[config.mk]
export PLATFORM = sky130hd
export DESIGN_NAME = ppfm_top
export DESIGN_NICKNAME = d
export VERILOG_FILES = /design/src/logic/ppfm_pkg.sv /design/src/logic/ppfm_port_cfg.sv /design/src/logic/ppfm_top.sv
export VERILOG_INCLUDE_DIRS = /design/src /design/src/logic
export SDC_FILE = /design/constraint.sdc
export NUM_CORES = 1
export LEC_CHECK = 0
export BUFFER_PORTS_ARGS = -buffer_cell sky130_fd_sc_hd__buf_2
export CAP_MARGIN = 20
export CELL_PAD_IN_SITES_DETAIL_PLACEMENT = 1
export CELL_PAD_IN_SITES_GLOBAL_PLACEMENT = 1
export CORE_ASPECT_RATIO = 0.6
export CORE_MARGIN = 2
export CORE_UTILIZATION = 30
export CTS_CLUSTER_SIZE = 14
export DETAILED_ROUTE_END_ITERATION = 7
export GPL_TIMING_DRIVEN = 0
export MAX_ROUTING_LAYER = met4
export PLACE_DENSITY_LB_ADDON = 0.1
export SLEW_MARGIN = 20
export SYNTH_ARGS = -nofsm -noshare
export SYNTH_HDL_FRONTEND = slang
export SYNTH_SLANG_ARGS = --single-unit
export TNS_END_PERCENT = 5
[constraint.sdc]
create_clock -name clk_sys -period 5.59 [get_ports clk_sys]
set_clock_uncertainty 0.2 [all_clocks]
set_input_delay 0.2795 -clock clk_sys [delete_from_list [all_inputs] [get_ports clk_sys]]
set_output_delay 0.2795 -clock clk_sys [all_outputs]
set_load 0.02 [all_outputs]
[src/logic/ppfm_regs.svh]
// Constants for the port pin function multiplexer: write codes, reset values, pin masks.
// Assumes inclusion by the modules that name these constants, ppfm_port_cfg and ppfm_top.
`ifndef PPFM_REGS_SVH
`define PPFM_REGS_SVH
`define PPFM_NUM_PORTS 11
`define PPFM_PORT_A 4'h0
`define PPFM_PORT_E 4'h4
`define PPFM_PORT_F 4'h5
`define PPFM_PORT_G 4'h6
`define PPFM_PORT_J 4'h9
`define PPFM_PORT_K 4'ha
// Setting selectors on the write port.
`define PPFM_SEL_CR  3'h0
`define PPFM_SEL_FR1 3'h1
`define PPFM_SEL_FR2 3'h2
`define PPFM_SEL_FR3 3'h3
`define PPFM_SEL_OD  3'h4
`define PPFM_SEL_PUP 3'h5
`define PPFM_SEL_PDN 3'h6
`define PPFM_SEL_IE  3'h7
// Reset values of port E, the only port leaving reset with nonzero settings.
`define PPFM_E_RST_IE  8'hc3
`define PPFM_E_RST_CR  8'h82
`define PPFM_E_RST_PUP 8'h82
`define PPFM_E_RST_PDN 8'h41
`define PPFM_E_RST_FR2 8'hc3
// Implemented-bit masks per port (A..K) for the basic settings and the three function registers.
`define PPFM_MASK_BASIC 88'h03_3f_7f_3f_01_03_ff_ff_ff_ff_ff
`define PPFM_MASK_FR1   88'h03_3f_7f_3f_01_02_ff_ff_ff_ff_ff
`define PPFM_MASK_FR2   88'h00_34_45_2d_01_00_fc_00_00_00_00
`define PPFM_MASK_FR3   88'h00_00_44_24_00_00_08_00_00_00_00
// Port J bit 5 is input only: no output control, drain or pulls there.
`define PPFM_MASK_J_OUT 8'h1f
`endif

[src/logic/ppfm_pkg.sv]
// Types shared by the port pin function multiplexer modules.
// Assumes ppfm_regs.svh is on the include path.
`default_nettype none
package ppfm_pkg;
	// Full configuration of one 8-bit port.
	typedef struct packed {
		logic [7:0] output_control_bits;
		logic [7:0] function_select_1;
		logic [7:0] function_select_2;
		logic [7:0] function_select_3;
		logic [7:0] open_drain_bits;
		logic [7:0] pull_up_bits;
		logic [7:0] pull_down_bits;
		logic [7:0] input_enable_bits;
	} ppfm_port_cfg_t;
	// Resolved drive of one port toward its pads.
	typedef struct packed {
		logic [7:0] out;
		logic [7:0] oe;
		logic [7:0] pull_up;
		logic [7:0] pull_down;
		logic [7:0] in_en;
	} ppfm_pad_t;
	// Function chosen for a pin after priority resolution.
	typedef enum logic [3:0] {
		PPFM_FN_GPIO = 4'h1,
		PPFM_FN_F1   = 4'h2,
		PPFM_FN_F2   = 4'h4,
		PPFM_FN_F3   = 4'h8
	} ppfm_fn_t;
endpackage
`default_nettype wire

[src/logic/ppfm_port_cfg.sv]
// One port's setting registers, with write masking of nonexistent bits.
// Assumes a synchronous write strobe from the core configuration logic.
`include "ppfm_regs.svh"
`default_nettype none
module ppfm_port_cfg
	import ppfm_pkg::*;
#(
	parameter logic [3:0] PORT_ID = 4'h0
) (
	input  wire logic            clk_sys,
	input  wire logic            rst_n,
	input  wire logic            wr_en,
	input  wire logic [2:0]      wr_sel,
	input  wire logic [7:0]      wr_data,
	output var  ppfm_port_cfg_t  cfg
);
	// Masks selecting the bits that physically exist on this port.
	localparam logic [7:0] M_B  = 8'((`PPFM_MASK_BASIC >> (8 * PORT_ID)) & 88'hff);
	localparam logic [7:0] M_F1 = 8'((`PPFM_MASK_FR1 >> (8 * PORT_ID)) & 88'hff);
	localparam logic [7:0] M_F2 = 8'((`PPFM_MASK_FR2 >> (8 * PORT_ID)) & 88'hff);
	localparam logic [7:0] M_F3 = 8'((`PPFM_MASK_FR3 >> (8 * PORT_ID)) & 88'hff);
	localparam logic [7:0] M_O  = (PORT_ID == `PPFM_PORT_J) ? (M_B & `PPFM_MASK_J_OUT) : M_B;
	localparam bit IS_E = (PORT_ID == `PPFM_PORT_E);

	ppfm_port_cfg_t cfg_r;   // Stored settings.
	ppfm_port_cfg_t cfg_nxt; // Next settings.

	// Elaboration guard: only ports A to K have masks and reset values.
	if (PORT_ID > 4'ha) begin : g_port_id_chk
		$error("ppfm_port_cfg: PORT_ID out of range.");
	end

	// Writes land only in existing bits; others are written as 0, except that port E reset sets absent FR2 bits 0 and 1.
	always_comb begin
		cfg_nxt = cfg_r;
		if (wr_en) begin
			case (wr_sel)
				`PPFM_SEL_CR:  cfg_nxt.output_control_bits = wr_data & M_O;
				`PPFM_SEL_FR1: cfg_nxt.function_select_1   = wr_data & M_F1;
				`PPFM_SEL_FR2: cfg_nxt.function_select_2   = wr_data & M_F2;
				`PPFM_SEL_FR3: cfg_nxt.function_select_3   = wr_data & M_F3;
				`PPFM_SEL_OD:  cfg_nxt.open_drain_bits     = wr_data & M_O;
				`PPFM_SEL_PUP: cfg_nxt.pull_up_bits        = wr_data & M_O;
				`PPFM_SEL_PDN: cfg_nxt.pull_down_bits      = wr_data & M_O;
				`PPFM_SEL_IE:  cfg_nxt.input_enable_bits   = wr_data & M_B;
				default:       cfg_nxt = cfg_r;
			endcase
		end
	end

	// Reset leaves all settings 0 except the debug pins on port E.
	always_ff @(posedge clk_sys or negedge rst_n) begin
		if (!rst_n) begin
			cfg_r <= '0;
			if (IS_E) begin
				cfg_r.input_enable_bits   <= `PPFM_E_RST_IE;
				cfg_r.output_control_bits <= `PPFM_E_RST_CR;
				cfg_r.pull_up_bits        <= `PPFM_E_RST_PUP;
				cfg_r.pull_down_bits      <= `PPFM_E_RST_PDN;
				cfg_r.function_select_2   <= `PPFM_E_RST_FR2;
			end
		end else begin
			cfg_r <= cfg_nxt;
		end
	end

	assign cfg = cfg_r;
endmodule // ppfm_port_cfg
`default_nettype wire

[src/logic/ppfm_top.sv]
// Pin function multiplexer for ports A to K: settings, pad drive and input routing.
// Assumes pad inputs synchronous to clk_sys and a testbench resolving pad wires.
`include "ppfm_regs.svh"
`default_nettype none
module ppfm_top
	import ppfm_pkg::*;
#(
	parameter int NUM_PORTS = `PPFM_NUM_PORTS
) (
	input  wire logic                    clk_sys,
	input  wire logic                    rst_n,
	input  wire logic                    cfg_wr_en,
	input  wire logic [3:0]              cfg_wr_port,
	input  wire logic [2:0]              cfg_wr_sel,
	input  wire logic [7:0]              cfg_wr_data,
	input  wire logic [3:0]              cfg_rd_port,
	input  wire logic [2:0]              cfg_rd_sel,
	input  wire logic                    stop_mode,
	input  wire logic [NUM_PORTS*8-1:0]  port_data,
	input  wire logic [NUM_PORTS*8-1:0]  periph_out,
	input  wire logic [NUM_PORTS*8-1:0]  periph_oe,
	input  wire logic [39:0]             lcd_segment_out,
	input  wire logic [NUM_PORTS*8-1:0]  pad_in,
	output logic      [7:0]              cfg_rd_data,
	output logic      [NUM_PORTS*8-1:0]  pad_out,
	output logic      [NUM_PORTS*8-1:0]  pad_oe,
	output logic      [NUM_PORTS*8-1:0]  pad_pull_up,
	output logic      [NUM_PORTS*8-1:0]  pad_pull_down,
	output logic      [NUM_PORTS*8-1:0]  port_in,
	output logic      [NUM_PORTS*8-1:0]  periph_in,
	output logic      [1:0]              analog_input,
	output logic      [1:0]              low_voltage_detect_in,
	output logic      [3:0]              ext_interrupt_in,
	output logic                         timer_capture_in,
	output logic                         external_clock_in
);
	localparam int NP = `PPFM_NUM_PORTS;
	// NP mirrors the shared port count; NUM_PORTS sizes the pin vectors and is checked against it.

	ppfm_port_cfg_t cfg_a [NP]; // Settings of each port.
	ppfm_pad_t      pad_nxt [NP]; // Resolved pad drive per port.
	logic [7:0]     in_nxt [NP];  // Gated pad input per port.
	logic [7:0]     rd_nxt;       // Readback mux.
	logic [3:0]     irq_nxt;      // Interrupt inputs.
	logic [1:0]     ain_nxt;      // Analog pass enables.
	logic [1:0]     lvd_nxt;      // Low-voltage pass enables.
	logic           cap_nxt;      // Timer capture input.
	logic           xclk_nxt;     // External clock input.
	// Flattened per-pin views, indexed port*8+bit, that feed the output registers.
	logic [NUM_PORTS*8-1:0] out_flat; // Pad output level per pin.
	logic [NUM_PORTS*8-1:0] oe_flat;  // Pad drive enable per pin.
	logic [NUM_PORTS*8-1:0] pu_flat;  // Pull-up request per pin.
	logic [NUM_PORTS*8-1:0] pd_flat;  // Pull-down request per pin.
	logic [NUM_PORTS*8-1:0] in_flat;  // Input-enabled pad level per pin.
	logic [NUM_PORTS*8-1:0] pin_flat; // Pad level handed to a selected peripheral.

	// Elaboration guard: the pin map, masks and fixed routing assume 11 ports.
	if (NUM_PORTS != `PPFM_NUM_PORTS) begin : g_num_ports_chk
		$error("ppfm_top: NUM_PORTS must be 11.");
	end

	// One setting bank per port and one resolver per pin.
	// Each pin resolves its own function, so a bad setting on one pin never
	// disturbs its neighbours; the cost is one small decoder per pin.
	for (genvar p = 0; p < NP; p++) begin : g_port
		ppfm_port_cfg #(.PORT_ID(4'(p))) u_cfg (
			.clk_sys (clk_sys),
			.rst_n   (rst_n),
			.wr_en   (cfg_wr_en && (cfg_wr_port == 4'(p))),
			.wr_sel  (cfg_wr_sel),
			.wr_data (cfg_wr_data),
			.cfg     (cfg_a[p])
		);
		for (genvar b = 0; b < 8; b++) begin : g_bit
			ppfm_fn_t fn; // Winning function of this pin.
			logic     segp; // LCD segment selected.
			// Priority decode of function registers, lowest first.
			// A pin with several function bits set behaves as the lowest one alone.
			always_comb begin
				if (cfg_a[p].function_select_1[b])      fn = PPFM_FN_F1;
				else if (cfg_a[p].function_select_2[b]) fn = PPFM_FN_F2;
				else if (cfg_a[p].function_select_3[b]) fn = PPFM_FN_F3;
				else                                    fn = PPFM_FN_GPIO;
				segp = (p <= 4) && (fn == PPFM_FN_F1)
					&& !cfg_a[p].output_control_bits[b] && !cfg_a[p].open_drain_bits[b]
					&& !cfg_a[p].pull_up_bits[b] && !cfg_a[p].pull_down_bits[b]
					&& !cfg_a[p].input_enable_bits[b];
			end
			// Pad drive: segment, peripheral, or port data per function.
			// Pulls and input enable pass straight through; only the drive
			// path depends on the chosen function.
			always_comb begin
				pad_nxt[p].pull_up[b]   = cfg_a[p].pull_up_bits[b];
				pad_nxt[p].pull_down[b] = cfg_a[p].pull_down_bits[b];
				pad_nxt[p].in_en[b]     = cfg_a[p].input_enable_bits[b];
				in_nxt[p][b] = pad_in[p*8+b] & cfg_a[p].input_enable_bits[b];
				if (segp) begin
					pad_nxt[p].out[b] = lcd_segment_out[(p*8+b) % 40];
					pad_nxt[p].oe[b]  = 1'b1;
				end else if (fn == PPFM_FN_GPIO) begin
					// Control 1 drives port data, control 0 floats.
					pad_nxt[p].out[b] = port_data[p*8+b];
					pad_nxt[p].oe[b]  = cfg_a[p].output_control_bits[b];
				end else begin
					// Peripheral output needs control 1; input-only use leaves it 0.
					pad_nxt[p].out[b] = periph_out[p*8+b];
					pad_nxt[p].oe[b]  = cfg_a[p].output_control_bits[b]
						& periph_oe[p*8+b];
				end
				// Open drain: only a low level is driven.
				// A segment driver is push-pull by nature, so open drain skips it.
				if (cfg_a[p].open_drain_bits[b] && !segp) begin
					pad_nxt[p].oe[b]  = pad_nxt[p].oe[b] & ~pad_nxt[p].out[b];
					pad_nxt[p].out[b] = 1'b0;
				end
			end
			assign out_flat[p*8+b] = pad_nxt[p].out[b];
			assign oe_flat[p*8+b]  = pad_nxt[p].oe[b];
			assign pu_flat[p*8+b]  = pad_nxt[p].pull_up[b];
			assign pd_flat[p*8+b]  = pad_nxt[p].pull_down[b];
			assign in_flat[p*8+b]  = in_nxt[p][b];
			assign pin_flat[p*8+b] = in_nxt[p][b] & (fn != PPFM_FN_GPIO);
		end
	end

	// Dedicated input routing: interrupts, analog, low-voltage, timer inputs.
	always_comb begin
		// Interrupts pass on input enable alone, outside stop mode.
		// The function bits are ignored on purpose: software must clear the
		// input enable of an unused interrupt pin, or stray edges reach the core.
		// The pins are fixed: F1, J2, G0 and K0 carry interrupts 0 to 3.
		irq_nxt[0] = !stop_mode && in_flat[5*8+1];
		irq_nxt[1] = !stop_mode && in_flat[9*8+2];
		irq_nxt[2] = !stop_mode && in_flat[6*8+0];
		irq_nxt[3] = !stop_mode && in_flat[10*8+0];
		// Analog and detect paths open while the pin's control, function-one, drain, pull and input-enable bits are all 0.
		for (int i = 0; i < 2; i++) begin
			ain_nxt[i] = (cfg_a[5] == '0) ||
				!(cfg_a[5].output_control_bits[i] | cfg_a[5].function_select_1[i]
				| cfg_a[5].open_drain_bits[i] | cfg_a[5].pull_up_bits[i]
				| cfg_a[5].pull_down_bits[i] | cfg_a[5].input_enable_bits[i]);
			lvd_nxt[i] = !(cfg_a[10].output_control_bits[i]
				| cfg_a[10].function_select_1[i] | cfg_a[10].open_drain_bits[i]
				| cfg_a[10].pull_up_bits[i] | cfg_a[10].pull_down_bits[i]
				| cfg_a[10].input_enable_bits[i]);
		end
		// Port J bit 5: capture via function one, clock via function two.
		cap_nxt  = in_flat[9*8+5] & cfg_a[9].function_select_1[5];
		xclk_nxt = in_flat[9*8+5] & !cfg_a[9].function_select_1[5]
			& cfg_a[9].function_select_2[5];
		// Readback of the addressed setting, zero for absent bits.
		// Absent bits read 0 because writes store 0 there; port E reset sets absent FR2 bits 0 and 1, which read 1 until written.
		rd_nxt = 8'h00;
		for (int q = 0; q < NP; q++) begin
			if (cfg_rd_port == 4'(q)) begin
				case (cfg_rd_sel)
					`PPFM_SEL_CR:  rd_nxt = cfg_a[q].output_control_bits;
					`PPFM_SEL_FR1: rd_nxt = cfg_a[q].function_select_1;
					`PPFM_SEL_FR2: rd_nxt = cfg_a[q].function_select_2;
					`PPFM_SEL_FR3: rd_nxt = cfg_a[q].function_select_3;
					`PPFM_SEL_OD:  rd_nxt = cfg_a[q].open_drain_bits;
					`PPFM_SEL_PUP: rd_nxt = cfg_a[q].pull_up_bits;
					`PPFM_SEL_PDN: rd_nxt = cfg_a[q].pull_down_bits;
					`PPFM_SEL_IE:  rd_nxt = cfg_a[q].input_enable_bits;
					default:       rd_nxt = 8'h00;
				endcase
			end
		end
	end

	// All outputs registered; reset leaves pads undriven and all pulls off until the first edge after reset.
	// The register stage costs one cycle but keeps every output glitch-free
	// while several setting bits change on the same edge.
	// Analog and detect flags reset high: those pins work before any write.
	always_ff @(posedge clk_sys or negedge rst_n) begin
		if (!rst_n) begin
			cfg_rd_data           <= 8'h00;
			pad_out               <= '0;
			pad_oe                <= '0;
			pad_pull_up           <= '0;
			pad_pull_down         <= '0;
			port_in               <= '0;
			periph_in             <= '0;
			analog_input          <= 2'h3;
			low_voltage_detect_in <= 2'h3;
			ext_interrupt_in      <= 4'h0;
			timer_capture_in      <= 1'b0;
			external_clock_in     <= 1'b0;
		end else begin
			cfg_rd_data           <= rd_nxt;
			pad_out               <= out_flat;
			pad_oe                <= oe_flat;
			pad_pull_up           <= pu_flat;
			pad_pull_down         <= pd_flat;
			port_in               <= in_flat;
			periph_in             <= pin_flat;
			analog_input          <= ain_nxt;
			low_voltage_detect_in <= lvd_nxt;
			ext_interrupt_in      <= irq_nxt;
			timer_capture_in      <= cap_nxt;
			external_clock_in     <= xclk_nxt;
		end
	end
endmodule // ppfm_top
`default_nettype wire

# == Word-level counts from Yosys, hierarchy flattened ==
# Cells that the tools add are included.
# word_totals
ff_bits,825
output_inout_bits,546
elab_cells,1646
# op_classes
eq_ne,200
muxes,440
bitwise,337
n_reduce_logical,583
# op_table
op,n
case mux 8 bit (7 select lines),6
two-way mux 1 bit,331
case mux 8 bit (8 select lines),5
equality test 4 x 1 -> 1 bit (second input constant),64
bitwise AND 1 bit,255
logical AND 1 bit,255
!= test 4 x 1 -> 1 bit (second input constant),62
zero test 1 bit,246
equality test 4 x 2 -> 1 bit (second input constant),44
AND reduction 2 bit,74
two-way mux 2 bit,44
two-way mux 8 bit,11
two-way mux 3 bit,28
zero test 64 bit,1
inverter 1 bit,63
two-way mux 4 bit,15
equality test 4 x 3 -> 1 bit (second input constant),8
equality test 3 bit (second input constant),8
equality test 4 bit (second input constant),6
OR 1 bit,19
equality test 3 x 2 -> 1 bit (second input constant),4
zero test 4 bit,2
equality test 3 x 1 -> 1 bit (second input constant),2
zero test 3 bit,2
other kinds (4),5

# == Logic depth before layout (Yosys ltp) ==
# depth
word_depth,14
ltp_mapped,9
depth_no_buf,6

# == Hierarchy ==
# A second synthesis with hierarchy kept.
# hier_totals
hier_cells,3424
area_unflattened_um2,43437.9
# by_module_without_submodules
module,n_inst,cells_each,area_per_inst_um2
ppfm_top,1,2193,25440.6
ppfm_port_cfg at g_port[0].u_cfg ...,4,124,1964.4
ppfm_port_cfg at g_port[4].u_cfg,1,136,2237.1
ppfm_port_cfg at g_port[8].u_cfg,1,126,1964.4
ppfm_port_cfg at g_port[7].u_cfg,1,121,1824.2
ppfm_port_cfg at g_port[9].u_cfg,1,108,1579.0
ppfm_port_cfg at g_port[10].u_cfg,1,83,893.4
ppfm_port_cfg at g_port[5].u_cfg,1,82,868.3
ppfm_port_cfg at g_port[6].u_cfg,1,79,773.2

# == Worst setup path before layout ==
# No wires, ideal clock.
# synth_timing
path_type,input port to flip-flop
startpoint,input port cfg_wr_port[3]
endpoint,register g_port[3].u_cfg.cfg_r (netlist bit g_port[3].u_cfg.cfg[63])
t_arrival_ps,1560
required_time_ps,5265
slack_ps,3705
path_stages,5
cell_sequence,or3b_1 -> inv_1 -> nand3_4 -> nor2_4 -> mux2_2
# synth_via
elab_chain_cells,3
# synth_lines
element,line,text
"start, declared",ppfm_top.sv:13,"input wire logic [3:0] cfg_wr_port,"
equality test 4 x 2 -> 1 bit,ppfm_top.sv:69,".wr_en (cfg_wr_en && (cfg_wr_port == 4'(p))),"
logical AND 1 bit,ppfm_top.sv:69,
AND reduction 2 bit (no source line),-,
"end signal, assigned",ppfm_port_cfg.sv:63,cfg_r <= cfg_nxt;
"end, declared",ppfm_port_cfg.sv:25,ppfm_port_cfg_t cfg_r;
# No other way between the ends.
# A chain may end at the register's enable or synchronous reset.

# == Worst setup path after layout ==
# layout_timing
startpoint,input port cfg_rd_sel[1]
endpoint,register cfg_rd_data[4]
# layout_via
elab_chain_cells,14
elab_cells_between_ends,28
classes_between,eq/ne (7); mux (19); reduce/logical (2)
# layout_lines
element,line,text
"start, declared",ppfm_top.sv:17,"input wire logic [2:0] cfg_rd_sel,"
equality test 3 x 2 -> 1 bit,ppfm_top.sv:156,case (cfg_rd_sel)
OR reduction 2 bit (no source line),-,
case mux 8 bit (7 select lines),ppfm_top.sv:156,
two-way mux 8 bit (9 in a row),ppfm_top.sv:155,if (cfg_rd_port == 4'(q)) begin
two-way mux 8 bit * (2 in a row),ppfm_top.sv:155,
named net rd_nxt[4],ppfm_top.sv:43,logic [7:0] rd_nxt;
"end signal, assigned",ppfm_top.sv:190,cfg_rd_data <= rd_nxt;
"end, declared",ppfm_top.sv:24,"output logic [7:0] cfg_rd_data,"
# Mark *: on every way through the listed nets, which the timed path passes. The rest lies on a longest branch. The select of a mux whose other input is x is not followed.

==> summary.txt <==
Detailed routing
  – DRC: 0
  – Starting DRT DRC Count: 2359
  – WL per Instance: 30.7 µm
  – DRT antenna net count: 0
  – 1st-pass router iterations: 5
  – Via-to-Cell Ratio: 5.05
  – Detailed Route WL: 174000 µm
  – Vias post-DR: 28534

Clocking
  – Num Clock Sinks: 824
  – CTS tree: done
  – Clock tree buffer depth: 3
  – Cts repair resizes: 0
  – Worst skew pair latency: 0.70 ns
  – Post-CTS setup repair buffer count: 0
  – # H-tree levels: 3
  – TritonCTS Buffers: 86
  – Clock Root Buffer: clkbuf_16
  – Clock Pin Slew Worst Setup and Hold Paths: 0.07 ns

Layout
  – Layout area overhead: 37.7%
  – Share of post-route cells with drive strength above 1: 39.1%
  – Final #Nets: 4466
  – Number of fillers in the final layout: 12461
  – Fin area: 47700 µm²

Global route
  – First-pass GRT wire length: 240000 µm
  – Largest net degree at the start of global routing: 129
  – Initial antenna violation count: 15
  – GRT Resource Usage Total: 29.8%
  – Vias in the first global route: 29646
  – Global route overflow: 0

Logic synthesis
  – Netlist cell types: 69
  – Post-synth top area cell: dfrtp_1
  – Synth Warn #: 0
  – Syn_area_per_cell: 12.8 µm²
  – Post-synth EDFFs: 0
  – Seq/Total Area, Yosys: 59.5%
  – Most frequent cell after synthesis: dfrtp_1
  – Most common flop cell mapped by yosys: dfrtp_1
  – Synth Register Bits: 824
  – Ys async rst share: 100%
  – Top post-synthesis cells by area: dfrtp_1, mux2_2, mux2i_1
  – Top post-synthesis cells by count: dfrtp_1, mux2_2, nor2_1
  – Post-Syn Instances: 2703
  – Mapped cell area: 34700 µm²
  – Top-area cell type share of the netlist area: 58.3%

Place
  – Dpl hpwl: 128000 µm
  – DP Area: 41100 µm²
  – Port-buffer cells: 755
  – Gpl congestion: 0.915

Timing
  – Slew Limit Fails: 0
  – Setup_tns: 0 ns
  – Period utilization: 62.0%
  – Fmax: 288 MHz
  – Tmin final: 3.47 ns
  – RSZ-0062 raised after global routing: no
  – Endpoints failing setup: 0
  – Hold Fails Final Rpt: 0
  – Slew @ Worst Pin: 1.30 ns
  – Slew HR: 12.9%

Floorplanning
  – I/O pins: 964
  – Die area: 118000 µm²
  – Initial core utilization: 30.3%
  – DIE WIDTH: 443 µm
  – Core Region: 114000 µm²
  – # rows: 96
  – Die Span Y: 267 µm

Setup path
  – Critical Path Start Type: primary input
  – Crit. End Element: register
  – Arrival time worst endpoint: 3.83 ns
  – Required time worst endpoint: 5.95 ns
  – Maximum fanout along the worst path: 10
  – Setup CP Type: in2reg

Power and ir drop
  – Power Dens Cells: 330 nW/µm²
  – Leakage: 24.6 nW
  – Peak supply drop: 0.189 mV

Status
  – Status: finished clean

Worst hold path
  – Worst min-delay path class: in2reg

Flow run
  – Max-Cap Viols: 0
==> worst paths after layout <==
path	slack, ns	to	cells after the start	start
setup / recovery	2.12	cfg_rd_data[4]	8	cfg_rd_sel[1]
hold / removal	0.07	g_port[9].u_cfg.cfg[57]	2	cfg_wr_data[1]
setup reg to reg	2.58	cfg_rd_data[7]	5	g_port[3].u_cfg.cfg[7]
hold reg to reg	0.20	pad_pull_down[48]	0	g_port[6].u_cfg.cfg[8]
max in group asynchronous	2.62	port_in[14]	7	rst_n
min in group asynchronous	0.37	pad_oe[6]	3	rst_n
==> cells by family (layout without fill, tap and decap cells) <==
group                  after synthesis  in the layout  share of synthesized area [%]
muxes                              556            556                           18.2
buffers and inverters              321           1609                           5.33
DFF                                824            824                           59.5
other                                1            138                         0.0108
and+or+nand+nor                    588            588                           9.14
AOI/OAI and AO/OA                  413            413                           7.81
==> worst max-delay path, cell delays in order <==
cell and delay (ns):
buf_2 0.12, nor2_2 0.72, nand2_1 0.49, clkbuf_1 0.59
o21ai_0 0.91, o22ai_1 0.30, a211oi_1 0.30, a31oi_1 0.12
==> report_power, final <==
part,switching (mW),total [mW],internal (mW)
Sequential,0.416,6.89,6.47
Clock,2.62,6.17,3.55
Combinational,1.59,2.71,1.11
Total,4.63,15.8,11.1
==> through the flow <==
step | worst slack, ns | total power, mW | instances | util, % | hold slack, ns
3_3_place_gp | -15.23 | 9.33 | 5100 | 35.6 | 0.182
2_1_floorplan | 3.71 | 8.10 | 2826 | - | -0.216
4_1_cts | 2.43 | 15.9 | 5633 | 41.7 | 0.00781
3_5_place_dp | 1.73 | 9.35 | 5108 | 35.9 | 0.0902
6_report | 2.12 | 15.8 | 5647 | 41.7 | 0.0653
5_1_grt | 2.12 | 16.4 | 5638 | 41.7 | 0.0155
==> what timing repair did <==
| action | 4_1_cts | 5_1_grt |
|---|---|---|
| endpoints found under the hold margin | 870 | 0 |
| setup endpoints to repair | 0 | 0 |
| hold buffers | 371 | 0 |
==> flip-flops by register name, summed over array words and instances, names as in the netlist <==
signal / flops
analog_input: 2
cfg_rd_data: 8
ext_interrupt_in: 4
external_clock_in: 1
g_port.u_cfg.cfg: 402
low_voltage_detect_in: 2
pad_oe: 63
pad_out: 88
pad_pull_down: 63
pad_pull_up: 63
periph_in: 63
port_in: 64
timer_capture_in: 1
==> layer usage <==
layer / GRT usage, % / part of all wire [%] / vias up
met4: 6.83 / 2.3 / 0
met5: - / 0 / -
met1: 41.0 / 45 / 15163
met2: 44.4 / 45 / 1032
li1: - / - / 12118
met3: 7.02 / 7.4 / 221
==> cell type report <==
class                   count  area [µm²]  area share, %
flip-flops and latches    824       20600           43.2
multi-input cells        1681       12700           26.5
repair buffers           1134        7730           16.2
clock buffers             126        2530           5.29
well taps                1519        1900           3.98
plain buffers             241        1560           3.27
clock inverters            28         400          0.839
inverters                  80         300          0.629
diodes                     14        35.0         0.0734
==> cell usage in the layout, fill, tap and decap left out, types with 18 or more instances in the layout <==
cell type,instances
or3_1,30
or4_1,33
and2_1,66
and3_1,47
clkbuf_16,89
o22ai_1,26
dlygate4sd3_1,370
a21oi_1,68
a22oi_1,50
buf_2,788
mux2_2,425
nor2_1,148
nand3_1,21
a211oi_1,18
dfrtp_1,807
o21ai_0,142
inv_1,79
o221a_2,20
clkbuf_1,71
buf_4,136
nor2b_1,37
mux2i_1,115
conb_1,124
nor3_1,18
nand2_1,94
a221oi_1,18
Note: power is estimated with default switching activity, not from simulation.
